File: src/logic/tocr_pkg.sv
// Purpose: constants for the trigger-output and panel line register bank
// Assumes: registers addressed by byte offset on the board register port
// Notes: offsets are byte addresses, one 32-bit word each
package tocr_pkg;
   // -----------------------------------------------------------------
   // register offsets
   // -----------------------------------------------------------------
   localparam logic [15:0] OFF_TRIG_OUT_MASK = 16'h8110;
   localparam logic [15:0] OFF_POST_TRIG = 16'h8114;
   localparam logic [15:0] OFF_LINES_DATA = 16'h8118;
   localparam logic [15:0] OFF_LINES_CTRL = 16'h811c;
   localparam logic [15:0] OFF_CHAN_EN = 16'h8120;
   localparam logic [15:0] OFF_REVISION = 16'h8124;
   localparam logic [15:0] OFF_EVT_STORED = 16'h812c;
   localparam logic [15:0] OFF_ACQ_CTRL = 16'h8100;
   localparam logic [15:0] OFF_SW_TRIG = 16'h8108;
   localparam logic [15:0] OFF_BUF_FREE = 16'h8010;
   // -----------------------------------------------------------------
   // field positions
   // -----------------------------------------------------------------
   localparam int MASK_SW_BIT = 31;
   localparam int MASK_EXT_BIT = 30;
   localparam int CTRL_TEST_EN = 15;
   localparam int CTRL_TEST_LVL = 14;
   localparam int CTRL_LATCH_EXT = 9;
   localparam int CTRL_MODE_LO = 6;
   localparam int CTRL_DIR_LO = 2;
   localparam int CTRL_HIZ = 1;
   localparam int CTRL_TTL = 0;
   localparam int ACQ_RUN_BIT = 2;
   // writable bits; the rest read as zero
   localparam logic [31:0] MASK_WMASK = 32'hc00000ff;
   localparam logic [15:0] CTRL_WMASK = 16'hc2ff;
   // -----------------------------------------------------------------
   // reset values and modes
   // -----------------------------------------------------------------
   localparam logic [31:0] RST_ZERO32 = 32'h00000000;
   localparam logic [15:0] RST_ZERO16 = 16'h0000;
   localparam logic [7:0] RST_CHAN_EN = 8'hff;
   localparam logic [1:0] MODE_GPIO = 2'h0;
   localparam logic [1:0] MODE_PROG = 2'h1;
   localparam logic [1:0] MODE_PATTERN = 2'h2;
   // trigger output pulse width in cycles
   localparam logic [3:0] TRIG_PULSE_CYC = 4'h4;
endpackage : tocr_pkg

File: src/logic/tocr_post_counter.sv
// Purpose: counts post-trigger samples and fires the internal trigger
// Assumes: one sample per cycle on the strobe input
// Notes: length is four times the setting plus a fixed latency
`timescale 1ns/1ps
module tocr_post_counter #(
   parameter logic [31:0] FIXED_TRIGGER_LATENCY = 32'h0000000a
) (
   // clock and reset
   input wire logic clk,
   input wire logic rst,
   // control
   input wire logic start,
   input wire logic sample_en,
   input wire logic [31:0] post_trigger_value_a,
   // result
   output logic done
);
   typedef struct packed {
      logic busy;
      logic [33:0] count;
      logic done;
   } tocr_pc_state_t;

   tocr_pc_state_t st_reg;
   tocr_pc_state_t st_next;
   logic [33:0] target; // total post samples

   // fixed latency is a constant per build, may differ per revision
   assign target = {post_trigger_value_a, 2'b00}
      + {2'b00, FIXED_TRIGGER_LATENCY};

   // -----------------------------------------------------------------
   // next state
   // -----------------------------------------------------------------
   always_comb begin
      st_next = st_reg;
      st_next.done = 1'b0;
      if (start && !st_reg.busy) begin
         st_next.busy = 1'b1;
         st_next.count = 34'h0;
      end else if (st_reg.busy && sample_en) begin
         // last sample reached: internal trigger fires
         if (st_reg.count + 34'h1 >= target) begin
            st_next.busy = 1'b0;
            st_next.done = 1'b1;
         end else begin
            st_next.count = st_reg.count + 34'h1;
         end
      end
   end

   // -----------------------------------------------------------------
   // state register
   // -----------------------------------------------------------------
   always_ff @(posedge clk) begin
      if (rst) begin
         st_reg <= '0;
      end else begin
         st_reg <= st_next;
      end
   end

   assign done = st_reg.done;
endmodule : tocr_post_counter

File: src/logic/tocr_regs.sv
// Purpose: trigger-output, panel line and channel mask register bank
// Assumes: register port strobes are single-cycle, synchronous to CLK
// Notes: read data is registered, valid the cycle after the read strobe
//
// Summary of operation
// - channel mask bits route threshold triggers out
// - bit 30 forwards external trigger out
// - bit 31 forwards software trigger out
// - post samples equal four times value plus latency
// - latency is a per-build constant
// - data register reads lines, writes outputs
// - test mode drives static level from bit14
// - normal mode pulses only on masked triggers
// - bit 9 picks pattern latch moment
// - bits 7:6 select line usage mode
// - bits 5:2 set group directions, gpio only
// - bit 1 tristates trigger and clock outputs
// - bit 0 selects NIM or TTL levels
// - only enabled channels store samples
// - revision reads date, major, minor
// - event counter tracks stored events
// - count never exceeds available buffer blocks
// - run bit starts and stops acquisition
// - any software trigger write fires once
`timescale 1ns/1ps
module tocr_regs #(
   parameter int NCH = 8,
   parameter int NLINES = 16,
   parameter logic [15:0] REV_DATE = 16'h0000, // arbitrary value
   parameter logic [7:0] REV_MAJOR = 8'h01, // arbitrary value
   parameter logic [7:0] REV_MINOR = 8'h00, // arbitrary value
   parameter logic [31:0] FIXED_TRIGGER_LATENCY = 32'h0000000a
) (
   // clock and reset
   input wire logic CLK,
   input wire logic RST,
   // register port
   input wire logic REG_WR,
   input wire logic REG_RD,
   input wire logic [15:0] REG_ADDR,
   input wire logic [31:0] REG_WDATA,
   output logic [31:0] REG_RDATA,
   // trigger sources
   input wire logic [NCH-1:0] CHAN_OVER_THR,
   input wire logic EXT_TRIG,
   input wire logic SAMPLE_EN,
   // buffer bookkeeping
   input wire logic EVENT_DONE,
   input wire logic EVENT_FREED,
   input wire logic [31:0] MAX_BLOCKS,
   // panel lines, oe low while driving
   input wire logic [NLINES-1:0] LINES_IN,
   output logic [NLINES-1:0] LINES_OUT,
   output logic [NLINES-1:0] LINES_OE_N,
   // panel trigger and clock outputs
   output logic TRIGGER_OUTPUT,
   output logic TRIG_CLK_OE_N,
   output logic TTL_LEVELS,
   // acquisition side
   output logic ACQ_RUN,
   output logic [NCH-1:0] CHAN_STORE_EN,
   output logic INTERNAL_TRIG,
   output logic [NLINES-1:0] PATTERN,
   output logic EVENT_STORE_OK
);
   // -----------------------------------------------------------------
   // state
   // -----------------------------------------------------------------
   typedef struct packed {
      logic [31:0] out_mask;
      logic [31:0] post_val;
      logic [NLINES-1:0] lines_data;
      logic [15:0] lines_ctrl;
      logic [NCH-1:0] chan_en;
      logic run;
      logic [31:0] evt_count;
      logic [31:0] rdata;
      logic trig_out;
      logic [3:0] pulse_cnt;
      logic ext_d;
      logic [NLINES-1:0] pattern;
      logic [NLINES-1:0] lines_out;
      logic [NLINES-1:0] lines_oe_n;
      logic hiz;
      logic ttl;
      logic store_ok;
      logic [NLINES-1:0] lines_in_q; // registered input levels
   } tocr_state_t;

   tocr_state_t st_reg;
   tocr_state_t st_next;
   logic int_trig; // internal trigger from post counter
   logic sw_trig; // software trigger write strobe
   logic ext_rise; // external trigger rising edge
   logic trig_accept; // any trigger taken while running
   logic mask_hit; // a masked-in trigger for the panel output
   logic [1:0] mode; // line usage mode
   logic [NLINES-1:0] dir_out; // per-line output direction

   // write strobe decode, shared by every register
   function automatic logic wr_hit(input logic [15:0] a,
                                   input logic [15:0] off);
      wr_hit = (a == off);
   endfunction : wr_hit

   // -----------------------------------------------------------------
   // trigger decode
   // -----------------------------------------------------------------
   assign sw_trig = REG_WR && wr_hit(REG_ADDR, tocr_pkg::OFF_SW_TRIG);
   assign ext_rise = EXT_TRIG && !st_reg.ext_d;
   // stop mode neglects all triggers here; masked ones still pulse the panel output
   assign trig_accept = st_reg.run
      && (sw_trig || ext_rise || (|CHAN_OVER_THR));
   assign mask_hit =
      (|(CHAN_OVER_THR & st_reg.out_mask[NCH-1:0]))
      || (ext_rise && st_reg.out_mask[tocr_pkg::MASK_EXT_BIT])
      || (sw_trig && st_reg.out_mask[tocr_pkg::MASK_SW_BIT]);
   assign mode = st_reg.lines_ctrl[tocr_pkg::CTRL_MODE_LO +: 2];

   // group directions: one control bit per four lines
   genvar g;
   generate
      for (g = 0; g < NLINES / 4; g++) begin : gen_dir
         // only general purpose mode honours the groups
         assign dir_out[g*4 +: 4] = {4{mode == tocr_pkg::MODE_GPIO
            && st_reg.lines_ctrl[tocr_pkg::CTRL_DIR_LO + g]}};
      end
   endgenerate

   // -----------------------------------------------------------------
   // post-trigger sample counter
   // -----------------------------------------------------------------
   tocr_post_counter #(
      .FIXED_TRIGGER_LATENCY(FIXED_TRIGGER_LATENCY)
   ) u_post (
      .clk(CLK),
      .rst(RST),
      .start(trig_accept),
      .sample_en(SAMPLE_EN),
      .post_trigger_value_a(st_reg.post_val),
      .done(int_trig)
   );

   // -----------------------------------------------------------------
   // next state
   // -----------------------------------------------------------------
   always_comb begin
      st_next = st_reg;
      st_next.ext_d = EXT_TRIG;
      st_next.lines_in_q = LINES_IN;

      // register writes
      if (REG_WR) begin
         if (wr_hit(REG_ADDR, tocr_pkg::OFF_TRIG_OUT_MASK)) begin
            st_next.out_mask = REG_WDATA & tocr_pkg::MASK_WMASK;
         end
         if (wr_hit(REG_ADDR, tocr_pkg::OFF_POST_TRIG)) begin
            st_next.post_val = REG_WDATA;
         end
         if (wr_hit(REG_ADDR, tocr_pkg::OFF_LINES_DATA)) begin
            st_next.lines_data = REG_WDATA[NLINES-1:0];
         end
         if (wr_hit(REG_ADDR, tocr_pkg::OFF_LINES_CTRL)) begin
            st_next.lines_ctrl = REG_WDATA[15:0] & tocr_pkg::CTRL_WMASK;
         end
         // mask frozen while running
         if (wr_hit(REG_ADDR, tocr_pkg::OFF_CHAN_EN) && !st_reg.run) begin
            st_next.chan_en = REG_WDATA[NCH-1:0];
         end
         if (wr_hit(REG_ADDR, tocr_pkg::OFF_ACQ_CTRL)) begin
            st_next.run = REG_WDATA[tocr_pkg::ACQ_RUN_BIT];
         end
      end

      // event count: store increments, free decrements
      if (EVENT_DONE && st_reg.store_ok && !EVENT_FREED) begin
         st_next.evt_count = st_reg.evt_count + 32'h1;
      end else if (EVENT_FREED && !(EVENT_DONE && st_reg.store_ok)
                   && st_reg.evt_count != 32'h0) begin
         st_next.evt_count = st_reg.evt_count - 32'h1;
      end
      // full buffer blocks further storage
      st_next.store_ok = st_next.evt_count < MAX_BLOCKS;

      // trigger output: test level or masked pulses
      if (st_reg.lines_ctrl[tocr_pkg::CTRL_TEST_EN]) begin
         st_next.trig_out = st_reg.lines_ctrl[tocr_pkg::CTRL_TEST_LVL];
         st_next.pulse_cnt = 4'h0;
      end else if (mask_hit) begin
         st_next.trig_out = 1'b1;
         st_next.pulse_cnt = tocr_pkg::TRIG_PULSE_CYC;
      end else if (st_reg.pulse_cnt > 4'h1) begin
         st_next.pulse_cnt = st_reg.pulse_cnt - 4'h1;
      end else begin
         st_next.trig_out = 1'b0;
         st_next.pulse_cnt = 4'h0;
      end

      // pattern latch on external edge or internal trigger
      if (st_reg.lines_ctrl[tocr_pkg::CTRL_LATCH_EXT] ? ext_rise
          : int_trig) begin
         st_next.pattern = LINES_IN;
      end

      // line drivers per usage mode
      unique case (mode)
         tocr_pkg::MODE_GPIO: begin
            st_next.lines_oe_n = ~dir_out;
         end
         tocr_pkg::MODE_PROG: begin
            st_next.lines_oe_n = {NLINES{1'b0}};
         end
         default: begin
            // pattern mode and the unused code: all inputs
            st_next.lines_oe_n = {NLINES{1'b1}};
         end
      endcase
      st_next.lines_out = st_reg.lines_data;
      st_next.hiz = st_reg.lines_ctrl[tocr_pkg::CTRL_HIZ];
      st_next.ttl = st_reg.lines_ctrl[tocr_pkg::CTRL_TTL];

      // read mux
      st_next.rdata = 32'h0;
      if (REG_RD) begin
         unique case (REG_ADDR)
            tocr_pkg::OFF_TRIG_OUT_MASK: st_next.rdata = st_reg.out_mask;
            tocr_pkg::OFF_POST_TRIG: st_next.rdata = st_reg.post_val;
            tocr_pkg::OFF_LINES_DATA: begin
               // live levels of all lines
               st_next.rdata = {16'h0, st_reg.lines_in_q};
            end
            tocr_pkg::OFF_LINES_CTRL: begin
               st_next.rdata = {16'h0, st_reg.lines_ctrl};
            end
            tocr_pkg::OFF_CHAN_EN: begin
               st_next.rdata = {24'h0, st_reg.chan_en};
            end
            tocr_pkg::OFF_REVISION: begin
               st_next.rdata = {REV_DATE, REV_MAJOR, REV_MINOR};
            end
            tocr_pkg::OFF_EVT_STORED: st_next.rdata = st_reg.evt_count;
            tocr_pkg::OFF_ACQ_CTRL: begin
               st_next.rdata = {29'h0, st_reg.run, 2'h0};
            end
            default: st_next.rdata = 32'h0;
         endcase
      end
   end

   // -----------------------------------------------------------------
   // state register
   // -----------------------------------------------------------------
   always_ff @(posedge CLK) begin
      if (RST) begin
         st_reg <= '0;
         st_reg.chan_en <= tocr_pkg::RST_CHAN_EN;
         st_reg.lines_oe_n <= {NLINES{1'b1}};
         st_reg.store_ok <= 1'b1;
      end else begin
         st_reg <= st_next;
      end
   end

   // -----------------------------------------------------------------
   // outputs, all from flip-flops
   // -----------------------------------------------------------------
   assign REG_RDATA = st_reg.rdata;
   assign LINES_OUT = st_reg.lines_out;
   assign LINES_OE_N = st_reg.lines_oe_n;
   assign TRIGGER_OUTPUT = st_reg.trig_out;
   assign TRIG_CLK_OE_N = st_reg.hiz;
   assign TTL_LEVELS = st_reg.ttl;
   assign ACQ_RUN = st_reg.run;
   assign CHAN_STORE_EN = st_reg.chan_en;
   assign INTERNAL_TRIG = int_trig;
   assign PATTERN = st_reg.pattern;
   assign EVENT_STORE_OK = st_reg.store_ok;
endmodule : tocr_regs

File: config.mk
export PLATFORM = sky130hd
export DESIGN_NAME = tocr_regs
export DESIGN_NICKNAME = d
export VERILOG_FILES = /design/src/logic/tocr_pkg.sv /design/src/logic/tocr_post_counter.sv /design/src/logic/tocr_regs.sv
export SDC_FILE = /design/constraint.sdc
export NUM_CORES = 1
export LEC_CHECK = 0
export BUFFER_PORTS_ARGS = -buffer_cell sky130_fd_sc_hd__buf_2
export CORE_ASPECT_RATIO = 1.1
export CORE_MARGIN = 2
export CORE_UTILIZATION = 35
export CTS_CLUSTER_DIAMETER = 120
export DETAILED_ROUTE_END_ITERATION = 16
export SETUP_SLACK_MARGIN = 0.1
export SLEW_MARGIN = 20
export SYNTH_ARGS = -nofsm -noshare
export SYNTH_HDL_FRONTEND = slang
export SYNTH_SLANG_ARGS = --single-unit
File: constraint.sdc
create_clock -name CLK -period 12.1 [get_ports CLK]
set_clock_uncertainty 0.2 [all_clocks]
set_input_delay 1.21 -clock CLK [delete_from_list [all_inputs] [get_ports CLK]]
set_output_delay 1.21 -clock CLK [all_outputs]
set_load 0.01 [all_outputs]
**Yosys cells after proc, flatten, opt, wreduce, memory -nomap -nowiden**

Index checks and enable logic that the tools add are counted.

- Bits in registers: 251
- Output and inout bits: 94
- Logic and storage cells: 105
- Input port bits: 112

- Bitwise gates (word level): 6
- Mux-type cells: 14
- Add/subtract/negate cells: 5
- Magnitude comparators: 3
- Equal/unequal tests: 11
- Reductions and logical operators: 44

Operator list:

| kind | count |
|---|---|
| 32-bit one-hot mux with 8 select lines | 1 |
| 16-bit == test, second input constant | 9 |
| 32-bit two-way mux | 2 |
| 36-bit two-way mux | 1 |
| 35-bit two-way mux | 1 |
| 34-bit by 1-bit adder with 34-bit output, second input constant | 1 |
| 34-bit by 4-bit adder with 34-bit output, second input constant | 1 |
| 34-bit greater-or-equal comparator | 1 |
| 34-bit two-way mux | 1 |
| 32-bit by 1-bit adder with 32-bit output, second input constant | 1 |
| 32-bit < comparator | 1 |
| 16-bit one-hot mux with 2 select lines | 1 |
| 32-bit nonzero test | 1 |
| 32-bit by 1-bit subtractor with 32-bit output, second input constant | 1 |
| 1-bit logical AND | 16 |
| 16-bit inverter | 1 |
| 2-bit AND reduction | 8 |
| 8-bit OR reduction | 2 |
| 5-bit two-way mux | 2 |
| 8-bit AND | 1 |
| 2-bit OR reduction | 3 |
| 1-bit logical NOT | 5 |
| 4-bit by 1-bit greater-than comparator with 1-bit output, second input constant | 1 |
| 1-bit logical OR | 4 |
| 10 further kinds | 17 |

**Depth between registers and ports, before layout**

- Word-level depth: 8
- Gate-level depth with buffers: 17
- Depth with buffers taken out: 15

**Cells and area by module**

From an unflattened synthesis, not the netlist that was laid out.

- Cells, all modules: 1,638
- Area total of the unflattened synthesis: 13,554.2 µm²

Modules (own cells, without submodules):

| module | seq. area each (µm²) | cells an instance | instances | area an instance (µm²) |
|---|---|---|---|---|
| tocr_regs | 4,063.9 | 1,166 | 1 | 9,882.0 |
| tocr_post_counter | 720.7 | 472 | 1 | 3,672.3 |

**Worst setup path before layout**

Ideal clock, no wire load.

- Path type: input-to-reg
- From: in EVENT_FREED
- To: reg st_reg, in the netlist EVENT_STORE_OK
- Path buffers: 0
- Setup time: 0.127 ns
- Stages: 12
- Setup slack: 7.772 ns
- Data required time: 11.773 ns
- Arrival: 4.001 ns
- Path through: nand3b_1 > nor4_1 > nand2_1 > a21oi_1 > nand2_1 > xnor2_1 > ha_1 > nand4_1 > or3_1 > or3_1 > nor4_1 > a31oi_1

RTL lines:

| what | RTL line | text |
|---|---|---|
| start, declared | tocr_regs.sv:49 | `input wire logic EVENT_FREED,` |
| end signal, assigned | tocr_regs.sv:260 | `st_reg <= st_next;` |
| end, declared | tocr_regs.sv:90 | `tocr_state_t st_reg;` |

**Worst setup path after layout**

- From: reg st_reg[180] in the netlist's numbering
- To: reg u_post.st_reg[5] in the netlist's numbering

- Word-level cells in the longest chain between the ends: 4

Ends and longest elaborated chain:

| what | RTL line | text |
|---|---|---|
| 34-bit by 4-bit adder with 34-bit output | tocr_post_counter.sv:30 | `+ {2'b00, FIXED_TRIGGER_LATENCY};` |
| 34-bit greater-or-equal comparator | tocr_post_counter.sv:43 | `if (st_reg.count + 34'h1 >= target) begin` |
| 1-bit inverter (no source line) | -- |  |
| 2-bit AND reduction (no source line) | -- |  |
| end signal, assigned | tocr_post_counter.sv:59 | `st_reg <= st_next;` |
| end, declared | tocr_post_counter.sv:24 | `tocr_pc_state_t st_reg;` |

Every way passes these cells.
A chain may end at the register's enable or synchronous reset.

==> impl_metrics.tcl <==
set metrics [dict create \
    grt_max_degree 80 \
    fmaxAchievable_ghz 0.195 \
    slowest_delay_ns 0.54 \
    die_h_um 209 \
    drive_above_1_share_pct 18.0 \
    antenna_found_initial 0 \
    n_antenna_cell 0 \
    io-pin-count 206 \
    maxCapViolCount 0 \
    cts-resized-gates 0 \
    slew_viol_final 0 \
    clock_latency_ns 0.59 \
    port_buffers 205 \
    status "finished clean" \
    yosys.area.top_type_share_pct 35.8 \
    cts_inserted_buffers 28 \
    hold_violations 0 \
    required_ns 12.41 \
    setup_violations 0 \
    cts_root_buffer "clkbuf_16" \
    synth_top_area_cell "dfxtp_1" \
    worstMarginPinSlew_ns 0.963 \
    synthFlopType "dfxtp_1" \
    syn_avg_cell_area_um2 8.33 \
    worstPathCellList "ha_1 > nand4_1 > nor3_1 > nand4_1 > nor2_1 > nand2_1 > xor2_1 > ha_1 > a21oi_1 > nor2b_1 > o41ai_1 > o2111ai_2 > buf_4 > or4_1 > a21oi_1" \
    synthTopCellsByArea "dfxtp_1 36%, ha_1 6.6%, nand2_1 6.0%" \
    tritoncts "built" \
    fin_area_um2 15100 \
    p_per_area_nw_per_um2 176 \
    synth-seq-cells 239 \
    period_share_pct 42.3 \
    cts.sinks 239 \
    yosysWarnings 0 \
    grt_pass1_vias 11500 \
    hold_path.class "reg -> reg" \
    routed_wirelength_um 40600 \
    whs_ns 0.236 \
    synthDistinctLibCells 79 \
    p_leak_uw 0.00618 \
    synth-edff-count 0 \
    async_reset_ff_share_pct 0 \
    path_buf_inv 1 \
    wl_per_cell_um 18.5 \
    grt_usage_pct 20.1 \
    cts_hold_buf 0 \
    dr_total_vias 11800 \
    setup_tns_ns 0 \
    syn-instance-count 1604 \
    place_congestion 0.883 \
    die_area_um2 39700 \
    dp_hpwl_um 30700 \
    overflow 0 \
    grt_pass1_wl_um 63200 \
    clk_pin_slew_worst_paths_ns 0.06 \
    ant_nets 0 \
    drt_iter0_drc 1018 \
    core_region_area_um2 37900 \
    ir_drop_v 0.000109 \
    placed_cell_area_um2 14100 \
    syn_to_final_growth_pct 13.2 \
    initial_core_util_pct 35.2 \
    die_width_um 190 \
    crit_fanout 40 \
    h-tree-depth 1 \
    firstDrtPassIters 8 \
    relSlewSlack_pct 35.6 \
    syn_nets 1786 \
    clock_path_buffers 3 \
    crit_family "simple AND/OR/NAND/NOR gates" \
    viasPerCell 5.37 \
    yosysMostFrequentCell "dfxtp_1" \
    largest_reg_flops 102 \
    rows 75 \
    cts_setup_buffers 0 \
    nets 1859 \
    yosysSeqAreaShare_pct 35.8 \
    fillers 3937 \
    startpoint_type "flop" \
    route.detailed.drc 0 \
    end_kind "flop" \
    critPathKind "reg -> reg" \
    syn_area_um2 13400 \
    min_period_ns 5.12 \
    cp_slowest_cell "or4_1" \
    critPathArrivalTime_ns 5.43 \
    rsz0062_at_grt "false" \
    synth_common_cells "239 x dfxtp_1, 213 x nand2_1, 124 x a21oi_1, 102 x nor2_1, 88 x buf_4" \
]
[layer usage]
metal,wire length (um),GRT usage [%]
met1,17400,25.7
met2,19500,33.7
met3,2340,3.12
met4,1380,7.81
met5,0,0
[tightest hold or removal path: cells and delay by family (launching register included)]
family	cells	cell delay (ns)
flip-flops	1	0.30
AO/OA/AOI/OAI	1	0.05
AND/OR/NAND/NOR	1	0.05
[power by group]
part           switching [uW]  internal (uW)
clock                     368            507
combinational             494            322
sequential                128            840
[cell type report]
class,instances,area [um^2],area share (%)
multi-input cells,1138,7430,49.1
flip-flops and latches,239,4780,31.7
repair buffers,216,1110,7.35
well taps,500,626,4.14
clock buffers,34,743,4.92
inverters,54,203,1.34
clock inverters,18,220,1.46
[metrics by stage]
step	setup WS (ns)	std cells	power, uW	utilization (%)
final	6.98	2199	2660	39.9
after global routing	6.42	2199	2800	39.9
after CTS	7.00	2199	2670	39.9
after detailed placement	6.77	2147	1780	37.3
after global placement	6.86	2147	1780	37.3
after floorplan	7.77	1604	1520	-
[worst paths after layout]
| path | from | slack (ns) | depth (start not counted) | endpoint |
|---|---|---|---|---|
| worst max register to register | st_reg[180] | 6.98 | 15 | u_post.st_reg[5] |
| worst min-delay path | st_reg[14] | 0.24 | 2 | REG_RDATA[14] |
| worst max-delay path | st_reg[180] | 6.98 | 15 | u_post.st_reg[5] |
| worst min register to register | st_reg[14] | 0.24 | 2 | REG_RDATA[14] |
[placed cells by master (no fill, tap or decap), types with 20 or more instances in the layout]
cell type  count
a21oi_1      124
a222oi_1      24
a22oi_1       20
and2_1        37
buf_2        204
clkbuf_16     28
dfxtp_1      239
ha_1          70
inv_1         54
mux2i_1       30
nand2_1      213
nand3_1       59
nand4_1       41
nor2_1       102
nor2b_1       43
nor3_1        21
o21ai_0       25
o31ai_1       31
or4_1         32
xnor2_1       51
xor2_1        40
[logic make-up after synthesis]
kind of cell               count (synthesis)  synth area share, %
AOI/OAI and AO/OA                        300                 14.9
xor gates and xnor gates                  91                 5.97
adders and majority gates                 70                 6.56
buffers and inverters                    227                 9.00
DFF                                      239                 35.8
muxes                                     33                 2.49
and+or+nand+nor                          644                 25.2
Power figures use the tool's default switching activity.
